<file path="src/ccpm_pkg.sv">
`default_nettype none
package ccpm_pkg;
	// Register byte addresses on the APB window.
	localparam int         ADDR_W    = 8;
	localparam logic [7:0] OFS_CTRL  = 8'h00;
	localparam logic [7:0] OFS_DUTYH = 8'h04;
	localparam logic [7:0] OFS_CAPT  = 8'h08;
	localparam logic [7:0] OFS_STAT  = 8'h0c;
	localparam logic [7:0] OFS_CLR   = 8'h10;
	localparam logic [7:0] OFS_IEN   = 8'h14;
	// Field positions in the unit control register.
	localparam int CFG_MSB  = 7;
	localparam int CFG_LSB  = 6;
	localparam int DLB_MSB  = 5;
	localparam int DLB_LSB  = 4;
	localparam int MODE_MSB = 3;
	localparam int POL_A    = 1;
	localparam int POL_B    = 0;
	localparam logic [7:0] CTRL_RST  = 8'h00;
	localparam logic [7:0] DUTYH_RST = 8'h00;
	// Unit mode codes.
	localparam logic [3:0] MODE_OFF      = 4'h0;
	localparam logic [3:0] MODE_TOGGLE   = 4'h2;
	localparam logic [3:0] MODE_CAP_FALL = 4'h4;
	localparam logic [3:0] MODE_CAP_RISE = 4'h5;
	localparam logic [3:0] MODE_CAP_4    = 4'h6;
	localparam logic [3:0] MODE_CAP_16   = 4'h7;
	localparam logic [3:0] MODE_CMP_SET  = 4'h8;
	localparam logic [3:0] MODE_CMP_CLR  = 4'h9;
	localparam logic [3:0] MODE_CMP_INT  = 4'ha;
	localparam logic [3:0] MODE_SPECIAL  = 4'hb;
	localparam logic [1:0] MODE_PWM_HI   = 2'b11;
	localparam logic [1:0] CFG_HALF      = 2'b10;
	// Capture prescaler terminal counts.
	localparam logic [3:0] CAP4_LAST  = 4'h3;
	localparam logic [3:0] CAP16_LAST = 4'hf;
	localparam logic [3:0] CNT_ZERO   = 4'h0;
	// Interrupt status bits.
	localparam int INT_W     = 2;
	localparam int INT_EVENT = 0;
	localparam int INT_TRIG  = 1;
	localparam int PWM_W     = 10;
endpackage : ccpm_pkg
`default_nettype wire

</file>
<file path="src/ccpm_edge_if.sv">
`default_nettype none
interface ccpm_edge_if;
	logic rise;
	logic fall;
	modport src (output rise, output fall);
	modport snk (input rise, input fall);
endinterface : ccpm_edge_if
`default_nettype wire

</file>
<file path="src/ccpm_edge.sv">
`default_nettype none
module ccpm_edge
	import ccpm_pkg::*;
(
	input  wire logic clk,
	input  wire logic rst,
	input  wire logic ce,
	input  wire logic pin,
	ccpm_edge_if.src  edg
);
	logic sync1_r, sync2_r, prev_r;
	logic sync1_nxt, sync2_nxt, prev_nxt;

	// Two flops tame the asynchronous pin; only the second is looked at.
	always_comb begin
		sync1_nxt = pin;
		sync2_nxt = sync1_r;
		prev_nxt  = sync2_r;
	end

	always_ff @(posedge clk or posedge rst) begin
		if (rst) begin
			sync1_r <= 1'b0;
			sync2_r <= 1'b0;
			prev_r  <= 1'b0;
		end else if (ce) begin
			sync1_r <= sync1_nxt;
			sync2_r <= sync2_nxt;
			prev_r  <= prev_nxt;
		end
	end

	// Edge pulses last one enabled cycle.
	assign edg.rise = sync2_r & ~prev_r;
	assign edg.fall = ~sync2_r & prev_r;
endmodule : ccpm_edge
`default_nettype wire

</file>
<file path="src/ccpm_unit.sv">
// What this block does
// - Config 10 in PWM: complementary half-bridge pair.
// - Config 00 in PWM: first output only.
// - Non-PWM modes: first pin CCP, second port.
// - PWM duty is high register plus bits 5:4.
// - Mode 1011 match resets timer, sets flag.
// - Mode 1011 match starts ADC if enabled.
// - Mode 0000 turns unit off, held reset.
// - 0101 captures rising edges, 0100 falling edges.
// - Mode 0010 toggles compare output on match.
//
// Chosen here: register access over APB and the placing of the registers.
`default_nettype none
module ccpm_unit
	import ccpm_pkg::*;
#(
	parameter int TMR_W = 16
) (
	input  wire logic              clk,
	input  wire logic              rst,
	input  wire logic              ce,
	input  wire logic              psel,
	input  wire logic              penable,
	input  wire logic              pwrite,
	input  wire logic [ADDR_W-1:0] paddr,
	input  wire logic [31:0]       pwdata,
	output var  logic [31:0]       prdata,
	output var  logic              pready,
	output var  logic              pslverr,
	input  wire logic              cap_pin,
	input  wire logic [TMR_W-1:0]  timer_value,
	input  wire logic [PWM_W-1:0]  pwm_count,
	input  wire logic              compare_match,
	input  wire logic              adc_enabled,
	output var  logic              timer_reset,
	output var  logic              adc_start,
	output var  logic              out_first,
	output var  logic              oe_first,
	output var  logic              out_second,
	output var  logic              oe_second,
	output var  logic              irq
);
	// The capture value must fit the read word and stay wide enough to matter.
	if (TMR_W < 8 || TMR_W > 32) begin : g_bad_tmr_w
		$error("ccpm_unit: TMR_W must lie between 8 and 32");
	end

	ccpm_edge_if edg ();

	ccpm_edge ccpm_edge_inst (
		.clk (clk),
		.rst (rst),
		.ce  (ce),
		.pin (cap_pin),
		.edg (edg.src)
	);

	////////////////////////////////////////////////////////////////////////////
	logic [7:0]       ctrl_r, ctrl_nxt, dutyh_r, dutyh_nxt;
	logic [TMR_W-1:0] capt_r, capt_nxt;
	logic [INT_W-1:0] stat_r, stat_nxt, ien_r, ien_nxt;
	logic [31:0]      prdata_r, prdata_nxt;
	logic             err_r, err_nxt;
	logic [3:0]       mode_prev_r, mode_prev_nxt, cap_cnt_r, cap_cnt_nxt;
	logic             cmp_out_r, cmp_out_nxt;
	logic             out_first_r, out_first_nxt, oe_first_r, oe_first_nxt;
	logic             out_second_r, out_second_nxt, oe_second_r, oe_second_nxt;
	logic             timer_reset_r, timer_reset_nxt, adc_start_r, adc_start_nxt;
	logic [3:0]       mode;
	logic [1:0]       cfg;
	logic             pwm_mode, pwm_raw, wr, setup;
	logic             cap_hit, cmp_hit, special_hit;
	logic [PWM_W-1:0] duty;

	assign mode     = ctrl_r[MODE_MSB:0];
	assign cfg      = ctrl_r[CFG_MSB:CFG_LSB];
	assign pwm_mode = (mode[MODE_MSB:2] == MODE_PWM_HI);
	assign duty     = {dutyh_r, ctrl_r[DLB_MSB:DLB_LSB]};
	assign pwm_raw  = (pwm_count < duty);
	assign wr       = psel & penable & pwrite;
	assign setup    = psel & ~penable;

	////////////////////////////////////////////////////////////////////////////
	// Capture and compare events. A capture in a mode whose prescaler has not
	// reached its terminal count only advances the count.
	always_comb begin
		cap_hit     = 1'b0;
		cap_cnt_nxt = cap_cnt_r;
		unique case (mode)
			MODE_CAP_RISE: cap_hit = edg.rise;
			MODE_CAP_FALL: cap_hit = edg.fall;
			MODE_CAP_4, MODE_CAP_16: begin
				if (edg.rise) begin
					if (cap_cnt_r == ((mode == MODE_CAP_4) ? CAP4_LAST : CAP16_LAST)) begin
						cap_hit     = 1'b1;
						cap_cnt_nxt = CNT_ZERO;
					end else begin
						cap_cnt_nxt = cap_cnt_r + 4'h1;
					end
				end
			end
			default: cap_hit = 1'b0;
		endcase
		// A mode change restarts the prescaler; mode off holds it cleared.
		if (mode != mode_prev_r || mode == MODE_OFF) begin
			cap_cnt_nxt = CNT_ZERO;
		end
		cmp_hit = compare_match && (mode == MODE_TOGGLE || mode == MODE_CMP_SET ||
			mode == MODE_CMP_CLR || mode == MODE_CMP_INT || mode == MODE_SPECIAL);
		special_hit = compare_match && (mode == MODE_SPECIAL);
		capt_nxt    = cap_hit ? timer_value : capt_r;
		mode_prev_nxt = mode;
	end

	////////////////////////////////////////////////////////////////////////////
	// Compare output latch. Entering a compare mode sets its starting level.
	always_comb begin
		cmp_out_nxt = cmp_out_r;
		if (mode != mode_prev_r) begin
			cmp_out_nxt = (mode == MODE_CMP_CLR);
		end else if (compare_match) begin
			unique case (mode)
				MODE_TOGGLE:  cmp_out_nxt = ~cmp_out_r;
				MODE_CMP_SET: cmp_out_nxt = 1'b1;
				MODE_CMP_CLR: cmp_out_nxt = 1'b0;
				default:      cmp_out_nxt = cmp_out_r;
			endcase
		end
		if (mode == MODE_OFF) begin
			cmp_out_nxt = 1'b0;
		end
		timer_reset_nxt = special_hit;
		adc_start_nxt   = special_hit & adc_enabled;
	end

	////////////////////////////////////////////////////////////////////////////
	// Pin steering. The dead band is added downstream, so the pair here is a
	// plain complement; reserved configurations fall back to a single output.
	always_comb begin
		out_second_nxt = 1'b0;
		oe_second_nxt  = 1'b0;
		if (pwm_mode) begin
			out_first_nxt = pwm_raw ^ mode[POL_A];
			oe_first_nxt  = 1'b1;
			if (cfg == CFG_HALF) begin
				out_second_nxt = ~pwm_raw ^ mode[POL_B];
				oe_second_nxt  = 1'b1;
			end
		end else begin
			out_first_nxt = cmp_out_nxt;
			oe_first_nxt  = (mode == MODE_TOGGLE || mode == MODE_CMP_SET ||
				mode == MODE_CMP_CLR || mode == MODE_SPECIAL);
		end
	end

	////////////////////////////////////////////////////////////////////////////
	// APB slave: zero wait states, read data latched in the setup cycle.
	always_comb begin
		ctrl_nxt  = ctrl_r;
		dutyh_nxt = dutyh_r;
		ien_nxt   = ien_r;
		if (wr && paddr == OFS_CTRL) begin
			ctrl_nxt = pwdata[7:0];
		end
		if (wr && paddr == OFS_DUTYH) begin
			dutyh_nxt = pwdata[7:0];
		end
		if (wr && paddr == OFS_IEN) begin
			ien_nxt = pwdata[INT_W-1:0];
		end
		// Hardware set beats a same-cycle software clear.
		stat_nxt = stat_r;
		if (wr && paddr == OFS_CLR) begin
			stat_nxt = stat_r & ~pwdata[INT_W-1:0];
		end
		stat_nxt[INT_EVENT] = stat_nxt[INT_EVENT] | cap_hit | cmp_hit;
		stat_nxt[INT_TRIG]  = stat_nxt[INT_TRIG] | special_hit;
		prdata_nxt = prdata_r;
		err_nxt    = err_r;
		if (setup) begin
			prdata_nxt = 32'h0000_0000;
			err_nxt    = 1'b0;
			unique case (paddr)
				OFS_CTRL:  prdata_nxt[7:0] = ctrl_r;
				OFS_DUTYH: prdata_nxt[7:0] = dutyh_r;
				OFS_CAPT:  prdata_nxt[TMR_W-1:0] = capt_r;
				OFS_STAT:  prdata_nxt[INT_W-1:0] = stat_r;
				OFS_IEN:   prdata_nxt[INT_W-1:0] = ien_r;
				OFS_CLR:   prdata_nxt = 32'h0000_0000;
				default:   err_nxt = 1'b1;
			endcase
		end
	end

	always_ff @(posedge clk or posedge rst) begin
		if (rst) begin
			ctrl_r        <= CTRL_RST;
			dutyh_r       <= DUTYH_RST;
			ien_r         <= '0;
			stat_r        <= '0;
			capt_r        <= '0;
			prdata_r      <= 32'h0000_0000;
			err_r         <= 1'b0;
			mode_prev_r   <= MODE_OFF;
			cap_cnt_r     <= CNT_ZERO;
			cmp_out_r     <= 1'b0;
			out_first_r   <= 1'b0;
			oe_first_r    <= 1'b0;
			out_second_r  <= 1'b0;
			oe_second_r   <= 1'b0;
			timer_reset_r <= 1'b0;
			adc_start_r   <= 1'b0;
		end else if (ce) begin
			ctrl_r        <= ctrl_nxt;
			dutyh_r       <= dutyh_nxt;
			ien_r         <= ien_nxt;
			stat_r        <= stat_nxt;
			capt_r        <= capt_nxt;
			prdata_r      <= prdata_nxt;
			err_r         <= err_nxt;
			mode_prev_r   <= mode_prev_nxt;
			cap_cnt_r     <= cap_cnt_nxt;
			cmp_out_r     <= cmp_out_nxt;
			out_first_r   <= out_first_nxt;
			oe_first_r    <= oe_first_nxt;
			out_second_r  <= out_second_nxt;
			oe_second_r   <= oe_second_nxt;
			timer_reset_r <= timer_reset_nxt;
			adc_start_r   <= adc_start_nxt;
		end
	end

	// pready follows ce, so a frozen clock enable hangs the bus.
	assign pready      = ce;
	assign pslverr     = err_r & psel & penable;
	assign prdata      = prdata_r;
	assign timer_reset = timer_reset_r;
	assign adc_start   = adc_start_r;
	assign out_first   = out_first_r;
	assign oe_first    = oe_first_r;
	assign out_second  = out_second_r;
	assign oe_second   = oe_second_r;
	assign irq         = |(stat_r & ien_r);
endmodule : ccpm_unit
`default_nettype wire

</file>
<file path="config.mk">
export PLATFORM = sky130hd
export DESIGN_NAME = ccpm_unit
export DESIGN_NICKNAME = d
export VERILOG_FILES = /design/src/ccpm_pkg.sv /design/src/ccpm_edge_if.sv /design/src/ccpm_edge.sv /design/src/ccpm_unit.sv
export SDC_FILE = /design/constraint.sdc
export NUM_CORES = 1
export LEC_CHECK = 0
export CAP_MARGIN = 20
export CORE_ASPECT_RATIO = 0.7
export CORE_MARGIN = 4
export CORE_UTILIZATION = 45
export CTS_CLUSTER_DIAMETER = 40
export DETAILED_ROUTE_END_ITERATION = 6
export DONT_BUFFER_PORTS = 1
export GPL_TIMING_DRIVEN = 0
export SLEW_MARGIN = 5
export SYNTH_ARGS = -nofsm -noshare
export SYNTH_HDL_FRONTEND = slang
export SYNTH_SLANG_ARGS = --single-unit
export TNS_END_PERCENT = 100
</file>
<file path="constraint.sdc">
create_clock -name clk -period 2.5 [get_ports clk]
set_input_delay 0.125 -clock clk [delete_from_list [all_inputs] [get_ports clk]]
set_output_delay 0.125 -clock clk [all_outputs]
set_load 0.01 [all_outputs]
</file>
## After elaboration in Yosys (flattened, before gate mapping)

Cells that the tools add are included.

- Flip-flop bits (word level): 71
- Bits of input ports: 75

- Bitwise operators: 21
- Equality and inequality tests: 18
- Reduce and logical (&&, ||, !) cells: 25
- Muxes and demuxes: 23
- Magnitude comparators: 1
- $add $sub $neg: 1

Operators by type and width:

| operator | number |
|---|---|
| 2-to-1 mux 4 bit | 5 |
| case mux 6 bit (3 select lines) | 1 |
| equality test 4 x 3 -> 1 bit (second input constant) | 4 |
| equality test 4 bit (second input constant) | 4 |
| equality test 8 x 4 -> 1 bit (second input constant) | 2 |
| equality test 8 x 5 -> 1 bit (second input constant) | 2 |
| 2-to-1 mux 1 bit | 12 |
| less-than comparator 10 bit | 1 |
| case mux 2 bit (5 select lines) | 1 |
| AND reduction 2 bit | 5 |
| bitwise AND 1 bit | 8 |
| equality test 8 x 3 -> 1 bit (second input constant) | 1 |
| zero test 8 bit | 1 |
| 2-to-1 mux 8 bit | 1 |
| logical AND 1 bit | 6 |
| logical OR 1 bit | 6 |
| case mux 1 bit (3 select lines) | 2 |
| OR reduction 6 bit | 1 |
| NOT 1 bit | 5 |
| adder 4 x 1 -> 4 bit (second input constant) | 1 |
| bitwise AND 2 bit | 2 |
| equality test 2 bit (second input constant) | 2 |
| equality test 4 x 2 -> 1 bit (second input constant) | 1 |
| equality test 4 bit | 1 |
| 9 further kinds | 14 |

## Depth between registers and ports, before layout

- Word-level depth: 8
- Mapped depth: 8

## By module

A second synthesis with hierarchy kept.

- Cell total of the unflattened synthesis: 326
- Area, all modules: 3684.8 µm²

By module, submodules not included:

| module | cells each | seq. area each (µm²) | times used | area each (µm²) |
|---|---|---|---|---|
| ccpm_unit | 317 | 1701.6 | 1 | 3559.7 |
| ccpm_edge | 9 | 75.1 | 1 | 125.1 |

## Worst setup path before layout

No wires, ideal clock.

- Path kind: register to register
- Start: reg ctrl_r[3]
- End: reg capt_r[0]
- Cell stages (with the launch flop): 8
- Arrival: 1.967 ns
- Setup slack: 0.408 ns
- Library setup time: 0.125 ns
- Path through: dfrtp_1 > buf_6 > nor4bb_4 > mux2i_1 > a31oi_2 > nor3_4 > buf_6 > mux2_4

- Cells in the longest elaborated chain, start to end: 7
- Elaborated cells between the ends (all ways): 11
- Those cells by class: eq/ne: 5; mux: 4; reduce/logical: 2

RTL lines:

| element | RTL line | RTL |
|---|---|---|
| start, declared | ccpm_unit.sv:59 | `logic [7:0] ctrl_r, ctrl_nxt, dutyh_r, dutyh_nxt;` |
| start signal, assigned | ccpm_unit.sv:214 | `ctrl_r <= ctrl_nxt;` |
| equality test 4 x 3 -> 1 bit | ccpm_unit.sv:89, ccpm_unit.sv:94 |  |
| 2-to-1 mux 4 bit | ccpm_unit.sv:94 | `if (cap_cnt_r == ((mode == MODE_CAP_4) ? CAP4_LAST : CAP16_LAST)) begin` |
| equality test 4 bit | ccpm_unit.sv:94 |  |
| 2-to-1 mux 1 bit | ccpm_unit.sv:94 |  |
| 2-to-1 mux 1 bit | ccpm_unit.sv:93 | `if (edg.rise) begin` |
| case mux 1 bit (3 select lines) (*) | ccpm_unit.sv:89 | `unique case (mode)` |
| AND reduction 2 bit (no source line) (*) | - |  |
| end signal, assigned | ccpm_unit.sv:218 | `capt_r <= capt_nxt;` |
| end, declared | ccpm_unit.sv:60 | `logic [TMR_W-1:0] capt_r, capt_nxt;` |

Mark *: on every way between the ends. The rest lies on a longest branch, timed or not.
A chain may end at the register's enable or synchronous reset.

## Worst setup path after layout

- Start: reg ctrl_r[3]
- End: reg capt_r[3]

Same word-level chain as after synthesis.

==> results.yml <==
run_status:
  run_status: "completed"
timing:
  transition_at_the_pin_with_the_smallest_max_transition_slack_ps: 584
  clock_skew_ps: 4.53
  fmax_mhz: 423
  min_period_over_period: 0.945
  final_hold_viol_count: 0
  slew_viol_final: 0
  tightest_slew_margin_relative_to_the_limit: 0.611
  tightest_hold_margin_ps: 21.4
  period_minus_slack_ps: 2360
  tns_ps: 0
  rsz0062_at_grt: "false"
  setup_violations: 0
synthesis:
  post_synth_main_area_contributors: "sky130_fd_sc_hd__dfrtp_1 48%, sky130_fd_sc_hd__mux2_2 7.0%, sky130_fd_sc_hd__o21ai_0 3.8%"
  syn_area_per_cell_um2: 10.6
  ys.warnings.count: 0
  most_instantiated_library_cell_after_synthesis: "sky130_fd_sc_hd__dfrtp_1"
  netlist_instances: 347
  synthesis.area_mm2: 0.00368
  synth_commonest_cells: "71 x sky130_fd_sc_hd__dfrtp_1, 34 x sky130_fd_sc_hd__nand2_1, 28 x sky130_fd_sc_hd__o21ai_0"
  yosysUniqueCellTypes: 48
  synth_edf_count: 0
  synth_sequential_area_ratio: 0.482
  synth.ff_latch_count: 71
  yosysTopAreaCell: "sky130_fd_sc_hd__dfrtp_1"
  top_reg_cell_synth: "sky130_fd_sc_hd__dfrtp_1"
  async_reset_ff_frac: 1.00
  post-synth-top-area-fraction: 0.482
critical_path:
  crit_chain: "buf_6, nor4bb_4, mux2i_1, a31oi_2, nor3_4, buf_6, mux2_4"
  worstPathArrival_ps: 2580
  worstSetupPathDepth: 7
  cp.buffers_inverters: 2
  setup.worst_path.end: "capt_r[3]"
  number_of_cells_on_the_worst_reg_to_reg_path: 7
  critical_path.max_stage_delay_ps: 380
  critPathLaunchType: "flop"
  worst_r2r_endpoint: "capt_r[3]"
  critPathMostFrequentCell: "sky130_fd_sc_hd__buf_6"
  crit_path_end_kind: "flop"
  timing.setup.critical_path_class: "flop to flop"
  critical_path.top_delay_family: "simple AND/OR/NAND/NOR gates"
  top_fanout_value_on_the_critical_path: 10
  setup.reg_to_reg.worst_slack_ps: 140
  crit_path_start: "ctrl_r[3]"
  worst_r2r_startpoint: "ctrl_r[3]"
  critical_path.slowest_cell: "sky130_fd_sc_hd__nor3_4"
  critPathRequiredTime_ps: 2720
floorplanning:
  die-height_um: 83.7
  num_rows: 27
  core_mm2: 0.00791
  die-area_mm2: 0.00972
  boundaryPins: 116
  initial_core_util: 0.466
  chipWidth_um: 116
placed_design:
  dp_hpwl_mm: 6.38
  instance_area_after_placement_mm2: 0.00389
  gp_congestion: 0.834
  io_buffer_count: 0
finish:
  post-route-util: 0.570
  antenna_cells: 0
  fillerInstances: 705
  syn2layout_area_growth_pct: 22.4
  area_taken_by_multi_input_logic_gates_mm2: 0.00168
  area.sequential_mm2: 0.00178
  fraction_of_layout_instances_using_a_drive_strength_above_1: 0.192
  nets: 487
  final_cell_area_mm2: 0.00451
route:
  detailedRoute.firstIterationViolations: 160
  post-route-drc-count: 0
  detailroute.via_count: 2695
  drt_wl_total_mm: 8.59
  detail_route.wl_per_cell_um: 16.9
  first_pass_iters: 4
  drtAntennaViolNets: 0
  via_per_inst: 5.31
cts:
  tritoncts_buffer_count: 9
  numClockSinks: 71
  cts_tree: "done"
  clk_pin_slew_worst_paths_ps: 50
  clock_path_buffers: 2
  clkLatencyLatePin_ps: 330
  post-cts-setup-buffer-count: 0
  cts-root-buf: "sky130_fd_sc_hd__clkbuf_16"
  cts_resized: 0
  h-tree-depth: 3
grt:
  global_route_wire_length_before_repair_mm: 14.0
  vias_in_the_first_global_route: 2674
  globalRoute.totalOverflow: 0
  antenna_found_initial: 0
  globalRouteTotalUtil: 0.187
  largest_net_degree_at_the_start_of_global_routing: 40
power:
  power_leakage_uw: 0.00215
  worst_ir_drop_vdd_uv: 482
  power_per_cell_area_mw_per_mm2: 631
worst_hold_path:
  timing.hold.worst.class: "input port to flop"
job:
  drv.max_cap_violation_count: 0
## worst min path at each step
stage                    from           end  slack (ps)  cells after the start
floorplan           pwdata[0]    dutyh_r[0]         240                      2
global placement    pwdata[1]    dutyh_r[1]         250                      2
detailed placement        rst  cap_cnt_r[3]          30                      1
CTS                  paddr[1]     prdata[0]           4                      3
global route         paddr[1]     prdata[0]          40                      3
finish               paddr[1]     prdata[0]          20                      3
## flip-flops by register name, summed over array words and instances (netlist names), 2 cells and up
register,flops
stat_r,2
capt_r,16
ien_r,2
dutyh_r,8
cap_cnt_r,4
prdata,16
ctrl_r,8
mode_prev_r,4
## final cells by class
| type | count | area share |
|---|---|---|
| Clock buffer | 10 | 0.0508 |
| Tap cell | 101 | 0.0280 |
| Sequential cell | 71 | 0.394 |
| Inverter | 17 | 0.0147 |
| Timing Repair Buffer | 29 | 0.0666 |
| Multi-Input combinational cell | 240 | 0.373 |
| Clock inverter | 6 | 0.0242 |
| Buffer | 34 | 0.0483 |
## worst reg2reg max path, cell delays in order (launching register included)
cell	delay (ps)
sky130_fd_sc_hd__dfrtp_1	370
sky130_fd_sc_hd__buf_6	140
sky130_fd_sc_hd__nor4bb_4	300
sky130_fd_sc_hd__mux2i_1	330
sky130_fd_sc_hd__a31oi_2	150
sky130_fd_sc_hd__nor3_4	380
sky130_fd_sc_hd__buf_6	260
sky130_fd_sc_hd__mux2_4	320
## metrics by stage
stage	total power [µW]	std cells	worst slack, ps
global placement	1370	463	-221
detailed placement	1380	464	137
floorplan	1340	362	408
global route	2960	508	4.66
finish	2840	508	138
CTS	2880	508	128
## routing by layer
metal  wire, µm  vias to the layer above  global-route usage  part of all wire
li1           -                     1296                   -                 -
met1       3950                     1292               0.258              0.46
met2       3820                       98               0.270              0.45
met3        697                        9              0.0725             0.081
met4        110                        0              0.0590             0.013
met5          0                        -                   0                 0
## power breakdown
group          internal (µW)  switching, µW
combinational           99.8            109
sequential              1170           16.4
clock                    972            475
## cell usage in the layout, fill, tap and decap left out, types with 10 or more instances in the layout
| master | instances |
|---|---|
| sky130_fd_sc_hd__conb_1 | 16 |
| sky130_fd_sc_hd__dlygate4sd3_1 | 28 |
| sky130_fd_sc_hd__ha_1 | 10 |
| sky130_fd_sc_hd__nand2_1 | 34 |
| sky130_fd_sc_hd__mux2_2 | 23 |
| sky130_fd_sc_hd__dfrtp_1 | 71 |
| sky130_fd_sc_hd__a22o_1 | 10 |
| sky130_fd_sc_hd__buf_4 | 17 |
| sky130_fd_sc_hd__o21ai_0 | 28 |
| sky130_fd_sc_hd__a21oi_1 | 17 |
| sky130_fd_sc_hd__inv_1 | 16 |
| sky130_fd_sc_hd__clkbuf_1 | 12 |
| sky130_fd_sc_hd__nor2_1 | 16 |
## what timing repair did
action / 4_1_cts / 5_1_grt
endpoints found under the hold margin: 70 / 0
setup endpoints to repair: 0 / 0
hold buffers: 28 / 0
## cells by family (layout without fill, tap and decap cells)
family,Yosys count,after routing,share of synthesized area
multiplexers,40,40,0.129
AND/OR/NAND/NOR,93,93,0.135
buffers and inverters,51,96,0.0764
XOR/XNOR,7,7,0.0166
other,1,16,0.00102
flip-flops,71,71,0.482
AO/OA/AOI/OAI,74,74,0.126
adder cells (fa/ha/maj),10,10,0.0340
(Power assumes the default switching activity.)
